**src/hw/pdo_pkg.sv**
```systemverilog
// package for the port d alternate override block
`default_nettype none
package pdo_pkg;
    // ==========================================
    // register map (byte addresses)
    localparam logic [5:0] DIR_OFFSET = 6'h00;
    localparam logic [5:0] DATA_OFFSET = 6'h04;
    localparam logic [5:0] CTRL_OFFSET = 6'h08;
    localparam logic [5:0] MASK_OFFSET = 6'h0c;
    localparam logic [5:0] PINS_OFFSET = 6'h10;
    localparam logic [5:0] STATE_OFFSET = 6'h14;
    // ==========================================
    // fields and reset values
    localparam int CTRL_PULLUP_OFF_BIT = 0;
    localparam int CTRL_GROUP_ON_BIT = 1;
    localparam logic [7:0] DIR_RESET = 8'h00;
    localparam logic [7:0] DATA_RESET = 8'h00;
    localparam logic [1:0] CTRL_RESET = 2'h0;
    localparam logic [7:0] MASK_RESET = 8'h00;
    localparam logic [1:0] RESP_OKAY = 2'h0;
    localparam logic [1:0] RESP_SLVERR = 2'h2;
    // ==========================================
    // pin numbers of the alternate functions
    localparam int PIN_RX0 = 0;
    localparam int PIN_TX0 = 1;
    localparam int PIN_RX1 = 2;
    localparam int PIN_TX1 = 3;
    localparam int PIN_T1B = 4;
    localparam int PIN_T1A = 5;
    localparam int PIN_T2B = 6;
    localparam int PIN_T2A = 7;
    // ==========================================
    // carriers
    typedef struct packed {
        logic timer2CompareAOn;
        logic timer2CompareAOut;
        logic timer2CompareBOn;
        logic timer2CompareBOut;
        logic timer1CompareAOn;
        logic timer1CompareAOut;
        logic timer1CompareBOn;
        logic timer1CompareBOut;
        logic serial1TxOn;
        logic serial1TxLine;
        logic serial1RxOn;
        logic serial0TxOn;
        logic serial0TxLine;
        logic serial0RxOn;
        logic extIrq0On;
        logic extIrq1On;
    } pdo_periph_t;
    typedef struct packed {
        logic timer1CaptureIn;
        logic serial0RxLine;
        logic serial1RxLine;
        logic serial1ExtClock;
        logic extIrq0In;
        logic extIrq1In;
        logic [7:0] pinchangeSrc;
    } pdo_sense_t;
    typedef struct packed {
        logic pullupOvrEn;
        logic pullupOvrVal;
        logic dirOvrEn;
        logic dirOvrVal;
        logic outvalOvrEn;
        logic outvalOvrVal;
        logic inenOvrEn;
        logic inenOvrVal;
    } pdo_ovr_t;
endpackage
`default_nettype wire

```
**src/hw/pdo_port_d.sv**
```systemverilog
// port d alternate override with an axi4-lite register slave
// Summary of operation
// - pin 7 drives timer2 compare a when enabled and direction is output
// - pin 6 drives timer2 compare b when enabled and direction is output
// - pin 6 input feeds timer1 capture without overriding the pin
// - pin 5 drives timer1 compare a when enabled and direction is output
// - pin 4 drives timer1 compare b when enabled and direction is output
// - serial1 transmitter forces pin 3 output with tx data, pull-up off
// - serial1 receiver forces pin 2 input and feeds the receiver
// - pin 2 pull-up still follows its data bit, gated by global pull-up off
// - serial0 transmitter forces pin 1 output with tx data, pull-up off
// - serial0 receiver forces pin 0 input and feeds that receiver
// - pin 0 pull-up still follows its data bit, gated by global pull-up off
// - pin 3 is external irq 1 input, input kept enabled while enabled
// - pin 2 is external irq 0 input, input kept enabled while enabled
// - each pin feeds pin-change source 24..31; mask and group enable force input enable on
// - pin 4 also serves as serial1 external clock input
`default_nettype none
module pdo_port_d
    import pdo_pkg::*;
(
    // clock and reset
    input wire logic mclk,
    input wire logic rst_b,
    // axi4-lite slave
    input wire logic [5:0] awaddr,
    input wire logic awvalid,
    output logic awready,
    input wire logic [31:0] wdata,
    input wire logic [3:0] wstrb,
    input wire logic wvalid,
    output logic wready,
    output logic [1:0] bresp,
    output logic bvalid,
    input wire logic bready,
    input wire logic [5:0] araddr,
    input wire logic arvalid,
    output logic arready,
    output logic [31:0] rdata,
    output logic [1:0] rresp,
    output logic rvalid,
    input wire logic rready,
    // peripherals
    input wire pdo_periph_t periph,
    input wire logic sleepInputsOff,
    output pdo_sense_t sense,
    // pads
    input wire logic [7:0] padIn,
    output logic [7:0] padOut,
    output logic [7:0] padOe,
    output logic [7:0] padPullup,
    output logic [7:0] padInEn
);
    // ==========================================
    // override table per pin
    function automatic pdo_ovr_t pinOvr(input int i, input pdo_periph_t p,
                                        input logic [7:0] data, input logic global_pullup_off,
                                        input logic [7:0] mask, input logic grp);
        pdo_ovr_t o;
        o = '0;
        o.inenOvrEn = mask[i] & grp;
        o.inenOvrVal = 1'b1;
        unique case (i)
            PIN_T2A:
            begin
                o.outvalOvrEn = p.timer2CompareAOn;
                o.outvalOvrVal = p.timer2CompareAOut;
            end
            PIN_T2B:
            begin
                o.outvalOvrEn = p.timer2CompareBOn;
                o.outvalOvrVal = p.timer2CompareBOut;
            end
            PIN_T1A:
            begin
                o.outvalOvrEn = p.timer1CompareAOn;
                o.outvalOvrVal = p.timer1CompareAOut;
            end
            PIN_T1B:
            begin
                o.outvalOvrEn = p.timer1CompareBOn;
                o.outvalOvrVal = p.timer1CompareBOut;
            end
            PIN_TX1:
            begin
                o.pullupOvrEn = p.serial1TxOn;
                o.dirOvrEn = p.serial1TxOn;
                o.dirOvrVal = 1'b1;
                o.outvalOvrEn = p.serial1TxOn;
                o.outvalOvrVal = p.serial1TxLine;
                o.inenOvrEn = o.inenOvrEn | p.extIrq1On;
            end
            PIN_RX1:
            begin
                o.pullupOvrEn = p.serial1RxOn;
                o.pullupOvrVal = data[i] & ~global_pullup_off;
                o.dirOvrEn = p.serial1RxOn;
                o.inenOvrEn = o.inenOvrEn | p.extIrq0On;
            end
            PIN_TX0:
            begin
                o.pullupOvrEn = p.serial0TxOn;
                o.dirOvrEn = p.serial0TxOn;
                o.dirOvrVal = 1'b1;
                o.outvalOvrEn = p.serial0TxOn;
                o.outvalOvrVal = p.serial0TxLine;
            end
            default:
            begin
                o.pullupOvrEn = p.serial0RxOn;
                o.pullupOvrVal = data[i] & ~global_pullup_off;
                o.dirOvrEn = p.serial0RxOn;
            end
        endcase
        return o;
    endfunction

    // ==========================================
    // register file and bus state
    logic [7:0] dirReg, dirNext, dataReg, dataNext, maskReg, maskNext;
    logic [1:0] ctrlReg, ctrlNext;
    logic awHeldReg, awHeldNext, wHeldReg, wHeldNext;
    logic [5:0] awAddrReg, awAddrNext;
    logic [31:0] wDataReg, wDataNext;
    logic wLaneReg, wLaneNext;
    logic bvalidNext, rvalidNext, awreadyNext, wreadyNext, arreadyNext;
    logic [1:0] brespNext, rrespNext;
    logic [31:0] rdataNext;
    logic doWrite;

    always_comb
    begin
        dirNext = dirReg;
        dataNext = dataReg;
        maskNext = maskReg;
        ctrlNext = ctrlReg;
        awHeldNext = awHeldReg;
        wHeldNext = wHeldReg;
        awAddrNext = awAddrReg;
        wDataNext = wDataReg;
        wLaneNext = wLaneReg;
        bvalidNext = bvalid;
        brespNext = bresp;
        rvalidNext = rvalid;
        rrespNext = rresp;
        rdataNext = rdata;
        if (awvalid && awready)
        begin
            awHeldNext = 1'b1;
            awAddrNext = awaddr;
        end
        if (wvalid && wready)
        begin
            wHeldNext = 1'b1;
            wDataNext = wdata;
            wLaneNext = wstrb[0];
        end
        doWrite = awHeldReg && wHeldReg && !bvalid;
        if (doWrite)
        begin
            awHeldNext = 1'b0;
            wHeldNext = 1'b0;
            bvalidNext = 1'b1;
            brespNext = RESP_OKAY;
            unique case (awAddrReg)
                DIR_OFFSET: if (wLaneReg) dirNext = wDataReg[7:0];
                DATA_OFFSET: if (wLaneReg) dataNext = wDataReg[7:0];
                CTRL_OFFSET: if (wLaneReg) ctrlNext = wDataReg[1:0];
                MASK_OFFSET: if (wLaneReg) maskNext = wDataReg[7:0];
                PINS_OFFSET, STATE_OFFSET: brespNext = RESP_OKAY;
                default: brespNext = RESP_SLVERR;
            endcase
        end
        else if (bvalid && bready)
        begin
            bvalidNext = 1'b0;
        end
        if (arvalid && arready)
        begin
            rvalidNext = 1'b1;
            rrespNext = RESP_OKAY;
            rdataNext = '0;
            unique case (araddr)
                DIR_OFFSET: rdataNext[7:0] = dirReg;
                DATA_OFFSET: rdataNext[7:0] = dataReg;
                CTRL_OFFSET: rdataNext[1:0] = ctrlReg;
                MASK_OFFSET: rdataNext[7:0] = maskReg;
                PINS_OFFSET: rdataNext[7:0] = padIn;
                STATE_OFFSET: rdataNext[7:0] = padOe;
                default: rrespNext = RESP_SLVERR;
            endcase
        end
        else if (rvalid && rready)
        begin
            rvalidNext = 1'b0;
        end
        awreadyNext = !awHeldNext && !bvalidNext;
        wreadyNext = !wHeldNext && !bvalidNext;
        arreadyNext = !rvalidNext;
    end

    always_ff @(posedge mclk)
    begin
        if (!rst_b)
        begin
            dirReg <= DIR_RESET;
            dataReg <= DATA_RESET;
            maskReg <= MASK_RESET;
            ctrlReg <= CTRL_RESET;
            awHeldReg <= 1'b0;
            wHeldReg <= 1'b0;
            awAddrReg <= '0;
            wDataReg <= '0;
            wLaneReg <= 1'b0;
            bvalid <= 1'b0;
            bresp <= RESP_OKAY;
            rvalid <= 1'b0;
            rresp <= RESP_OKAY;
            rdata <= '0;
            awready <= 1'b0;
            wready <= 1'b0;
            arready <= 1'b0;
        end
        else
        begin
            dirReg <= dirNext;
            dataReg <= dataNext;
            maskReg <= maskNext;
            ctrlReg <= ctrlNext;
            awHeldReg <= awHeldNext;
            wHeldReg <= wHeldNext;
            awAddrReg <= awAddrNext;
            wDataReg <= wDataNext;
            wLaneReg <= wLaneNext;
            bvalid <= bvalidNext;
            bresp <= brespNext;
            rvalid <= rvalidNext;
            rresp <= rrespNext;
            rdata <= rdataNext;
            awready <= awreadyNext;
            wready <= wreadyNext;
            arready <= arreadyNext;
        end
    end

    // ==========================================
    // pin muxing
    logic [7:0] outNext, oeNext, puNext, ieNext;
    logic [7:0] diNow;
    pdo_sense_t senseNext;

    always_comb
    begin
        for (int i = 0; i < 8; i++)
        begin
            pdo_ovr_t o;
            o = pinOvr(i, periph, dataReg, ctrlReg[CTRL_PULLUP_OFF_BIT], maskReg,
                       ctrlReg[CTRL_GROUP_ON_BIT]);
            oeNext[i] = o.dirOvrEn ? o.dirOvrVal : dirReg[i];
            outNext[i] = o.outvalOvrEn ? o.outvalOvrVal : dataReg[i];
            puNext[i] = o.pullupOvrEn ? o.pullupOvrVal
                      : (~oeNext[i] & dataReg[i] & ~ctrlReg[CTRL_PULLUP_OFF_BIT]);
            ieNext[i] = o.inenOvrEn ? o.inenOvrVal : ~sleepInputsOff;
            diNow[i] = padIn[i] & ieNext[i];
        end
        senseNext.timer1CaptureIn = diNow[PIN_T2B];
        senseNext.serial0RxLine = diNow[PIN_RX0];
        senseNext.serial1RxLine = diNow[PIN_RX1];
        senseNext.serial1ExtClock = diNow[PIN_T1B];
        senseNext.extIrq0In = diNow[PIN_RX1];
        senseNext.extIrq1In = diNow[PIN_TX1];
        senseNext.pinchangeSrc = diNow;
    end

    always_ff @(posedge mclk)
    begin
        if (!rst_b)
        begin
            padOut <= '0;
            padOe <= '0;
            padPullup <= '0;
            padInEn <= '0;
            sense <= '0;
        end
        else
        begin
            padOut <= outNext;
            padOe <= oeNext;
            padPullup <= puNext;
            padInEn <= ieNext;
            sense <= senseNext;
        end
    end
endmodule // pdo_port_d
`default_nettype wire

```
**config.mk**
```make
export PLATFORM = sky130hd
export DESIGN_NAME = pdo_port_d
export DESIGN_NICKNAME = d
export VERILOG_FILES = /design/src/hw/pdo_pkg.sv /design/src/hw/pdo_port_d.sv
export SDC_FILE = /design/constraint.sdc
export NUM_CORES = 1
export LEC_CHECK = 0
export BUFFER_PORTS_ARGS = -buffer_cell sky130_fd_sc_hd__buf_2
export CORE_UTILIZATION = 30
export CTS_CLUSTER_SIZE = 30
export DETAILED_ROUTE_END_ITERATION = 10
export GPL_TIMING_DRIVEN = 0
export SLEW_MARGIN = 20
export SYNTH_ARGS = -nofsm -noshare
export SYNTH_HDL_FRONTEND = slang
export SYNTH_SLANG_ARGS = --single-unit
```
**constraint.sdc**
```tcl
create_clock -name mclk -period 1.4 [get_ports mclk]
set_input_delay 0 -clock mclk [delete_from_list [all_inputs] [get_ports mclk]]
set_output_delay 0 -clock mclk [all_outputs]
set_load 0.02 [all_outputs]
```
==> flow_summary.json, run 1 <==
{
  "synth_edf_count": 0,
  "r2r_start": "bvalid",
  "ios": 167,
  "hp-start": "araddr[0]",
  "slew_viol_final": 0,
  "crit_path_top_delay_cell": "and4bb_4",
  "slew_headroom": 0.5132,
  "start_util": 0.3097,
  "p_per_area_nw_per_um2": 1090,
  "die_area_um2": 13540,
  "placed_cells": 725,
  "grt_pass1_vias": 3303,
  "yosysTopAreaCellShare": 0.5000,
  "synth_cell_types": 34,
  "finClkSkew_ns": 0.004259,
  "grt_use_total": 0.1645,
  "overflow": 0,
  "yosysSeqAreaShare": 0.5000,
  "cts_tree": "yes",
  "die_x_um": 116.4,
  "finalCriticalPeriod_ns": 1.422,
  "diodes": 0,
  "cts_buffers": 9,
  "yosysTopAreaCell": "dfxtp_1",
  "initialDrtViolationCount": 140,
  "clkSinkCount": 98,
  "crit_chain": "nand3b_4 -> and4bb_4 -> and3_4 -> mux2i_1",
  "core-area_um2": 12670,
  "gp_congestion": 0.8405,
  "route.layer.met1.wl_um": 4969,
  "clockBufferDepth": 2,
  "rsz0062_at_grt": "true",
  "areaGrowthSynthToFinish_pct": 40.08,
  "critPathMaxFanout": 8,
  "grt_antenna_before_repair": 0,
  "synth.most_common_cell": "dfxtp_1",
  "hpwlAfterDp_um": 7797,
  "portBuffers": 109,
  "worst_skew_pair.late_latency_ns": 0.35,
  "max_cap_violations": 0,
  "crit_arrival_ns": 1.69,
  "ys_ff_latch": 98,
  "status": "finished, violations left",
  "via_per_inst": 4.355,
  "fmax_mhz": 703.0,
  "synth_top_flop_cell": "dfxtp_1",
  "avgSynthCellArea_um2": 9.365,
  "max_stage_delay_ns": 0.37,
  "cp-end-kind": "register",
  "nets": 689,
  "whs_path_depth": 4,
  "cts_root_buffer": "clkbuf_16",
  "violations": "negative setup slack",
  "num_rows": 41,
  "ant_nets": 0,
  "setup_viol": 3,
  "grt_max_degree": 15,
  "async_reset_ff_frac": 0,
  "vias": 3419,
  "htreeDepth": 3,
  "route.met2.wl_um": 4933,
  "hold_class": "in -> reg",
  "final_area_um2": 5497,
  "drive_gt1_frac": 0.3051,
  "worst_pin_slew_ns": 0.7241,
  "met3_wirelength_um": 551,
  "wl_per_cell_um": 13.53,
  "worst_slack_ns": -0.02248,
  "num-fill-cells": 1267,
  "yosysWarnings": 0,
  "first_pass_iters": 4,
  "fin_setup_tns_ns": -0.03985,
  "ir_drop_mv": 0.5106,
  "hold_end": "rdata[5]",
  "power.leakage_uw": 0.002626,
  "layout.cells.non_filler": 785,
  "drc": 0,
  "period_share": 1.016,
  "synth_common_cells": "dfxtp_1, nand2_1, mux2i_1, buf_4, a21oi_1",
  "hold_violations": 0,
  "syn_area_um2": 3924,
  "reg2reg_slack_ns": -0.02,
  "die_y_um": 116.4,
  "crit_path_start_kind": "register",
  "dpl_cell_area_um2": 4780,
  "syn-instance-count": 419,
  "worstPathRequired_ns": 1.67,
  "cp_top_family": "simple AND/OR/NAND/NOR gates",
  "crit_type": "reg -> reg",
  "path_buf_inv": 0,
  "r2r_cells": 4,
  "worstReg2RegEnd": "maskReg[5]",
  "grt_pass1_wl_um": 16450,
  "routed.top_layer": "met4",
  "clk_pin_slew_ns": 0.06,
  "synth.top_cells.by_area": "dfxtp_1, mux2i_1, nand2_1",
  "routed_wl_um": 10620
}
==> repair_timing <==
item,CTS,global route
hold buffers,44,0
resized for setup,1,5
setup endpoints to repair,8,12
hold endpoints to repair,46,0
pin swaps,1,2
buffers inserted,2,0
==> placed cells by master (no fill, tap or decap), types with 2 or more instances in the layout <==
cell / instances
buf_2: 116
dfxtp_1: 94
nand2_1: 77
dlygate4sd3_1: 44
mux2i_1: 40
buf_4: 36
a21oi_1: 26
conb_1: 26
nor2_1: 17
nand3_1: 15
o21ai_0: 13
clkbuf_1: 12
and2_1: 12
a31oi_1: 11
inv_1: 10
clkbuf_16: 9
nor3b_1: 6
mux2_2: 6
nor2b_1: 5
nand2b_1: 4
dfxtp_2: 4
a22oi_1: 3
o221a_2: 3
and3_1: 3
o32ai_1: 2
or3_1: 2
nand3b_1: 2
clkbuf_8: 2
==> where the power goes <==
| part | internal, µW | switching (µW) |
|---|---|---|
| sequential | 2880 | 46.7 |
| combinational | 335 | 413 |
| clock | 1290 | 1030 |
| total | 4500 | 1490 |
==> worst reg2reg max path, cell delays in order, from the launching register on <==
cell	delay, ns
dfxtp_2	0.32
nand3b_4	0.15
and4bb_4	0.37
and3_4	0.30
mux2i_1	0.21
==> layout make-up <==
type	count	area, µm²	share of cell area
Multi-Input combinational cell	281	1655	0.3012
Inverter	10	37.54	0.006829
Clock buffer	13	260.3	0.04735
Buffer	54	347.8	0.06328
Timing Repair Buffer	155	1001	0.1821
Tap cell	172	215.2	0.03915
Sequential cell	98	1967	0.3578
Clock inverter	2	12.51	0.002276
==> worst max path at each step <==
stage	start	end	slack [ns]	cells past startpoint
2_1_floorplan	bvalid	maskReg[0]	0.04	5
3_3_place_gp	bvalid	maskReg[5]	0.03	5
3_5_place_dp	awHeldReg	maskReg[5]	-0.03	5
4_1_cts	bvalid	maskReg[5]	-0.03	4
5_1_grt	bvalid	maskReg[6]	-0.08	4
6_report	bvalid	maskReg[5]	-0.02	4
==> registers in the layout (all words and copies together), names as in the netlist, 2 cells and up <==
signal	flops
padOe	8
padInEn	8
dirReg	8
ctrlReg	2
padOut	8
wDataReg	8
awAddrReg	6
maskReg	8
padPullup	8
dataReg	8
rdata	8
sense	8
==> cell families after synthesis <==
kind of cell           synth area share
and+or+nand+nor                  0.1881
muxes                            0.1218
DFF                              0.5000
AOI/OAI and AO/OA               0.08610
other                         0.0009557
buffers and inverters            0.1030
==> per-stage QoR <==
stage | hold slack [ns] | setup slack (ns) | total power, µW | utilization
after global placement | 0.2256 | 0.03017 | 3619 | 0.3772
after detailed placement | 0.2269 | -0.03234 | 3632 | 0.3772
final | 0.04455 | -0.02248 | 5993 | 0.4338
after floorplan | 0.1217 | 0.03737 | 3409 | -
after global routing | 0.03762 | -0.08311 | 6253 | 0.4338
after CTS | 0.03264 | -0.02941 | 6045 | 0.4332
==> metal layers <==
layer	track usage	vias to the layer above
met4	0.06239	0
met2	0.2785	135
met3	0.03529	15
met5	0	-
li1	-	1744
met1	0.2044	1525
Power figures use the tool's default switching activity.
==> run 2, diff against run 1 <==
- CORE_UTILIZATION: 30 -> 43
- PLACE_DENSITY: unset -> 0.76
==> run 2 against run 1 <==
The run still ends with negative setup slack left. Clock power down 29%. Routed wire length down 7.3%. Combinational power about the same. Non-clock buffer count unchanged. Maximum frequency down 1.0%. Global-route usage up 4.5 points. Sequential share of layout area up 1.2 points. Critical endpoint is now maskReg[0]. Largest cell class unchanged. Highest routed layer unchanged.
==> flow_summary.json, run 2 (same netlist as run 1, synthesis figures left out) <==
{
  "routed_wl_um": 9840,
  "grt_max_degree": 18,
  "crit_path_start_kind": "register",
  "power_frac_clock": 0.310,
  "worst_pin_slew_ns": 0.7058,
  "fmax_mhz": 695.7,
  "portBuffers": 109,
  "nets": 689,
  "rsz0062_at_grt": "true",
  "met3_wirelength_um": 459,
  "hold_violations": 0,
  "via_per_inst": 4.831,
  "route.met2.wl_um": 4715,
  "slew_headroom": 0.5256,
  "finalCriticalPeriod_ns": 1.437,
  "cp-end-kind": "register",
  "routed.top_layer": "met4",
  "intPower_uw": 3871,
  "drc": 0,
  "crit_type": "reg -> reg",
  "core-area_um2": 8763,
  "seqPwrFrac": 0.549,
  "vias": 3483,
  "p_sw_uw": 1446,
  "start_util": 0.4477,
  "max_cap_violations": 0,
  "final_cell_mix": "buf_2, dfxtp_1, nand2_1",
  "gp_congestion": 0.8816,
  "diodes": 0,
  "htreeDepth": 3,
  "first_pass_iters": 4,
  "power.leakage_uw": 0.002589,
  "critPathMaxFanout": 8,
  "num_rows": 34,
  "fin_setup_tns_ns": -0.06160,
  "finClkSkew_ns": 0.01537,
  "areaGrowthSynthToFinish_pct": 35.55,
  "grt_antenna_before_repair": 0,
  "crit_arrival_ns": 1.72,
  "initialDrtViolationCount": 158,
  "grt_pass1_wl_um": 15790,
  "worst_slack_ns": -0.03732,
  "die_area_um2": 9511,
  "violations": "negative setup slack",
  "ios": 167,
  "dpl_cell_area_um2": 4700,
  "dpl_worst_slack_ns": -0.01412,
  "hold_class": "in -> reg",
  "cts_buffers": 9,
  "drive_gt1_frac": 0.3083,
  "combPwrFrac": 0.141,
  "ir_drop_mv": 0.4686,
  "die_x_um": 97.53,
  "clockBufferDepth": 2,
  "reg2reg_slack_ns": -0.04,
  "setup_viol": 3,
  "final_common_cell": "buf_2",
  "p_per_area_nw_per_um2": 999.6,
  "wl_per_cell_um": 13.65,
  "swShare": 0.2720,
  "worstPathRequired_ns": 1.68,
  "clkSinkCount": 98,
  "final_area_um2": 5319,
  "die_y_um": 97.53,
  "overflow": 0,
  "cts_tree": "yes",
  "grt_use_total": 0.2091,
  "hpwlAfterDp_um": 7107,
  "num-fill-cells": 750,
  "route.layer.met1.wl_um": 4415,
  "ant_nets": 0,
  "period_share": 1.027,
  "clk_pin_slew_ns": 0.10,
  "cts_root_buffer": "clkbuf_8",
  "grt_pass1_vias": 3346,
  "slew_viol_final": 0,
  "worst_skew_pair.late_latency_ns": 0.36,
  "status": "finished, violations left"
}
-- run 2: metrics by stage --
step	hold slack (ns)	std cells	total power, µW	utilization
after floorplan	0.1217	444	3409	-
after global placement	0.2237	661	3609	0.5363
after detailed placement	0.2216	661	3622	0.5363
after CTS	0.01039	722	5344	0.6071
after global routing	0.02524	721	5550	0.6069
final	0.03094	721	5317	0.6069
-- run 2: final timing paths --
check / to / start / cells past startpoint
setup / recovery: maskReg[0] / awAddrReg[1] / 4
hold / removal: rdata[2] / araddr[0] / 4
setup reg to reg: maskReg[0] / awAddrReg[1] / 4
hold reg to reg: wDataReg[3] / wDataReg[3] / 2
-- run 2: layout make-up --
type	instances	area [µm²]	share of cell area
timing repair buffer	156	1008	0.1896
buffer	53	344.1	0.06469
sequential	98	1967	0.3698
inverter	10	37.54	0.007057
multi-input combinational	281	1652	0.3105
clock buffer	9	123.9	0.02329
tap	108	135.1	0.02541
clock inverter	6	51.30	0.009645
-- run 2: critical path, stage by stage, from the launching register on --
cell	delay (ns)
dfxtp_2	0.34
nor3_4	0.20
and4bb_4	0.29
and3_4	0.30
mux2i_1	0.23
-- run 2: metal layers --
layer	up-vias	GRT usage
li1	1741	-
met1	1593	0.2481
met2	130	0.3599
met3	19	0.04388
met4	0	0.09729
met5	-	0
-- run 2: repair_timing --
| action | in CTS | in global routing |
|---|---|---|
| gates cloned | 0 | 0 |
| endpoints found under the hold margin | 47 | 0 |
| setup endpoints to repair | 8 | 14 |
| gates resized for setup | 2 | 3 |
| hold buffers | 44 | 0 |
| setup buffers | 3 | 0 |
| pin swaps | 2 | 2 |
-- run 2: power groups by stage --
stage / combinational, µW / sequential (µW) / clock [µW]
after floorplan: 356 / 3050 / 0
after global placement: 631 / 2980 / 0
after detailed placement: 640 / 2980 / 0
after CTS: 741 / 2920 / 1680
after global routing: 809 / 2930 / 1810
final: 751 / 2920 / 1650
==> run 3, diff against run 2 <==
- CELL_PAD_IN_SITES_DETAIL_PLACEMENT: unset -> 1
- CELL_PAD_IN_SITES_GLOBAL_PLACEMENT: unset -> 1
- CORE_UTILIZATION: 43 -> 31
- PLACE_DENSITY: 0.76 -> unset
- PLACE_DENSITY_LB_ADDON: unset -> 0.1
==> run 3 against run 2 <==
The run still ends with negative setup slack left. Critical path depth up 1. Global-route usage down 2.5 points. Cell count up 8.9%. Maximum frequency up 1.4%. Non-clock buffer count up 3. Die area up 38%.
==> flow_summary.json, run 3 (same netlist as run 1, synthesis figures left out) <==
{
  "r2r_cells": 5,
  "worstReg2RegEnd": "maskReg[3]",
  "cts_root_buffer": "clkbuf_16",
  "crit_chain": "nand3b_4 -> and4bb_4 -> and3_4 -> buf_12 -> mux2i_1",
  "hold_class": "in -> reg",
  "grt_pass1_vias": 3525,
  "wl_per_cell_um": 14.82,
  "die_x_um": 114.5,
  "vias": 3460,
  "ant_nets": 0,
  "crit_path_top_delay_cell": "and4bb_4",
  "drive_gt1_frac": 0.3079,
  "max_stage_delay_ns": 0.36,
  "finClkSkew_ns": 0.007199,
  "worst_pin_slew_ns": 0.6508,
  "first_pass_iters": 4,
  "portBuffers": 109,
  "start_util": 0.3226,
  "crit_end": "maskReg[3]",
  "final_area_um2": 5539,
  "crit_path_start_kind": "register",
  "status": "finished, violations left",
  "drc": 0,
  "slew_headroom": 0.5661,
  "period_share": 1.012,
  "top_usage_layer": "met2",
  "use_met2": 0.3200,
  "cp_top_family": "simple AND/OR/NAND/NOR gates",
  "violations": "negative setup slack",
  "die_area_um2": 13110,
  "clockBufferDepth": 2,
  "max_cap_violations": 0,
  "p_per_area_nw_per_um2": 1099,
  "critPathMaxFanout": 8,
  "crit_cells": 5,
  "power.leakage_uw": 0.002648,
  "hold_violations": 0,
  "overflow": 0,
  "grt_use_total": 0.1845,
  "total_power_uw": 6086,
  "dpl_cell_area_um2": 4775,
  "routed_wl_um": 11630,
  "met3_usage": 0.03600,
  "final_cell_mix": "buf_2, dfxtp_1, nand2_1",
  "slew_viol_final": 0,
  "via_per_inst": 4.408,
  "grt_antenna_before_repair": 0,
  "layout.cells.non_filler": 785,
  "finalCriticalPeriod_ns": 1.417,
  "cts_buffers": 9,
  "worstPathRequired_ns": 1.67,
  "reg2reg_slack_ns": -0.02,
  "crit_type": "reg -> reg",
  "crit_path_start": "bvalid",
  "final_common_cell": "buf_2",
  "ios": 167,
  "grt_max_degree": 15,
  "setup_viol": 3,
  "cts_tree": "yes",
  "grtUsageMet1": 0.2273,
  "dpl_worst_slack_ns": -0.01859,
  "fmax_mhz": 705.6,
  "nets": 692,
  "fin_setup_tns_ns": -0.04363,
  "crit_arrival_ns": 1.69,
  "clkSinkCount": 98,
  "areaGrowthSynthToFinish_pct": 41.17,
  "ir_drop_mv": 0.4160,
  "rsz0062_at_grt": "true",
  "cp-end-kind": "register",
  "placed_cells": 721,
  "grt_pass1_wl_um": 18180,
  "worst_skew_pair.late_latency_ns": 0.35,
  "r2r_start": "bvalid",
  "worst_slack_ns": -0.01731,
  "die_y_um": 114.5,
  "hpwlAfterDp_um": 8452,
  "diodes": 0,
  "htreeDepth": 3,
  "gp_congestion": 0.7830,
  "initialDrtViolationCount": 84,
  "num_rows": 40,
  "core-area_um2": 12160,
  "path_buf_inv": 1,
  "clk_pin_slew_ns": 0.07
}
[run 3: cell types whose count changed in the layout (fill, tap and decap cells not counted)]
| cell | before | now |
|---|---|---|
| buf_4 | 37 | 38 |
| clkinv_4 | 3 | 0 |
| clkbuf_16 | 0 | 9 |
| clkbuf_8 | 9 | 3 |
| inv_6 | 2 | 0 |
| mux2i_1 | 41 | 40 |
| buf_12 | 0 | 1 |
| clkbuf_1 | 9 | 13 |
| mux2i_2 | 0 | 1 |
[run 3: what timing repair did]
| item | 4_1_cts | 5_1_grt |
|---|---|---|
| endpoints found under the hold margin | 47 | 0 |
| cloned | 0 | 0 |
| hold buffers | 44 | 0 |
| endpoints found under the setup margin | 8 | 26 |
| resized for setup | 2 | 4 |
| buffers inserted | 2 | 2 |
| pin swaps | 1 | 2 |
[run 3: cell type report]
cell class / count / area (µm²)
Buffer: 55 / 367.9
Fill cell: 1473 / 6623
Inverter: 10 / 37.54
Timing Repair Buffer: 157 / 1016
Sequential cell: 98 / 1967
Tap cell: 168 / 210.2
Clock inverter: 1 / 7.507
Clock buffer: 15 / 277.8
Multi-Input combinational cell: 281 / 1655
[run 3: how the worst min path moves through the flow]
stage                    from  endpoint  depth (start not counted)
global placement     padIn[3]  sense[3]                          2
global route        araddr[0]  rdata[5]                          4
finish              araddr[0]  rdata[5]                          4
CTS                 araddr[0]  rdata[5]                          4
floorplan            padIn[0]  sense[0]                          1
detailed placement   padIn[3]  sense[3]                          2
[run 3: report_power, final]
group | switching, µW | internal (µW)
combinational | 422 | 339
sequential | 45.0 | 2880
clock | 1050 | 1360
[run 3: worst reg2reg max path, stage by stage, from the launching register on]
cell,delay [ns]
dfxtp_2,0.32
nand3b_4,0.14
and4bb_4,0.36
and3_4,0.20
buf_12,0.13
mux2i_1,0.19
[run 3: layer usage]
layer  vias up  routed length [µm]
met5         -                   0
met3        11                 551
met4         0                 154
li1       1735                   -
met2        95                5578
met1      1619                5347
[run 3: per-stage QoR]
step,util,hold slack (ns)
after floorplan,-,0.1217
after global placement,0.3926,0.2210
after detailed placement,0.3926,0.2329
after CTS,0.4537,0.008594
after global routing,0.4555,0.05483
final,0.4555,0.02307
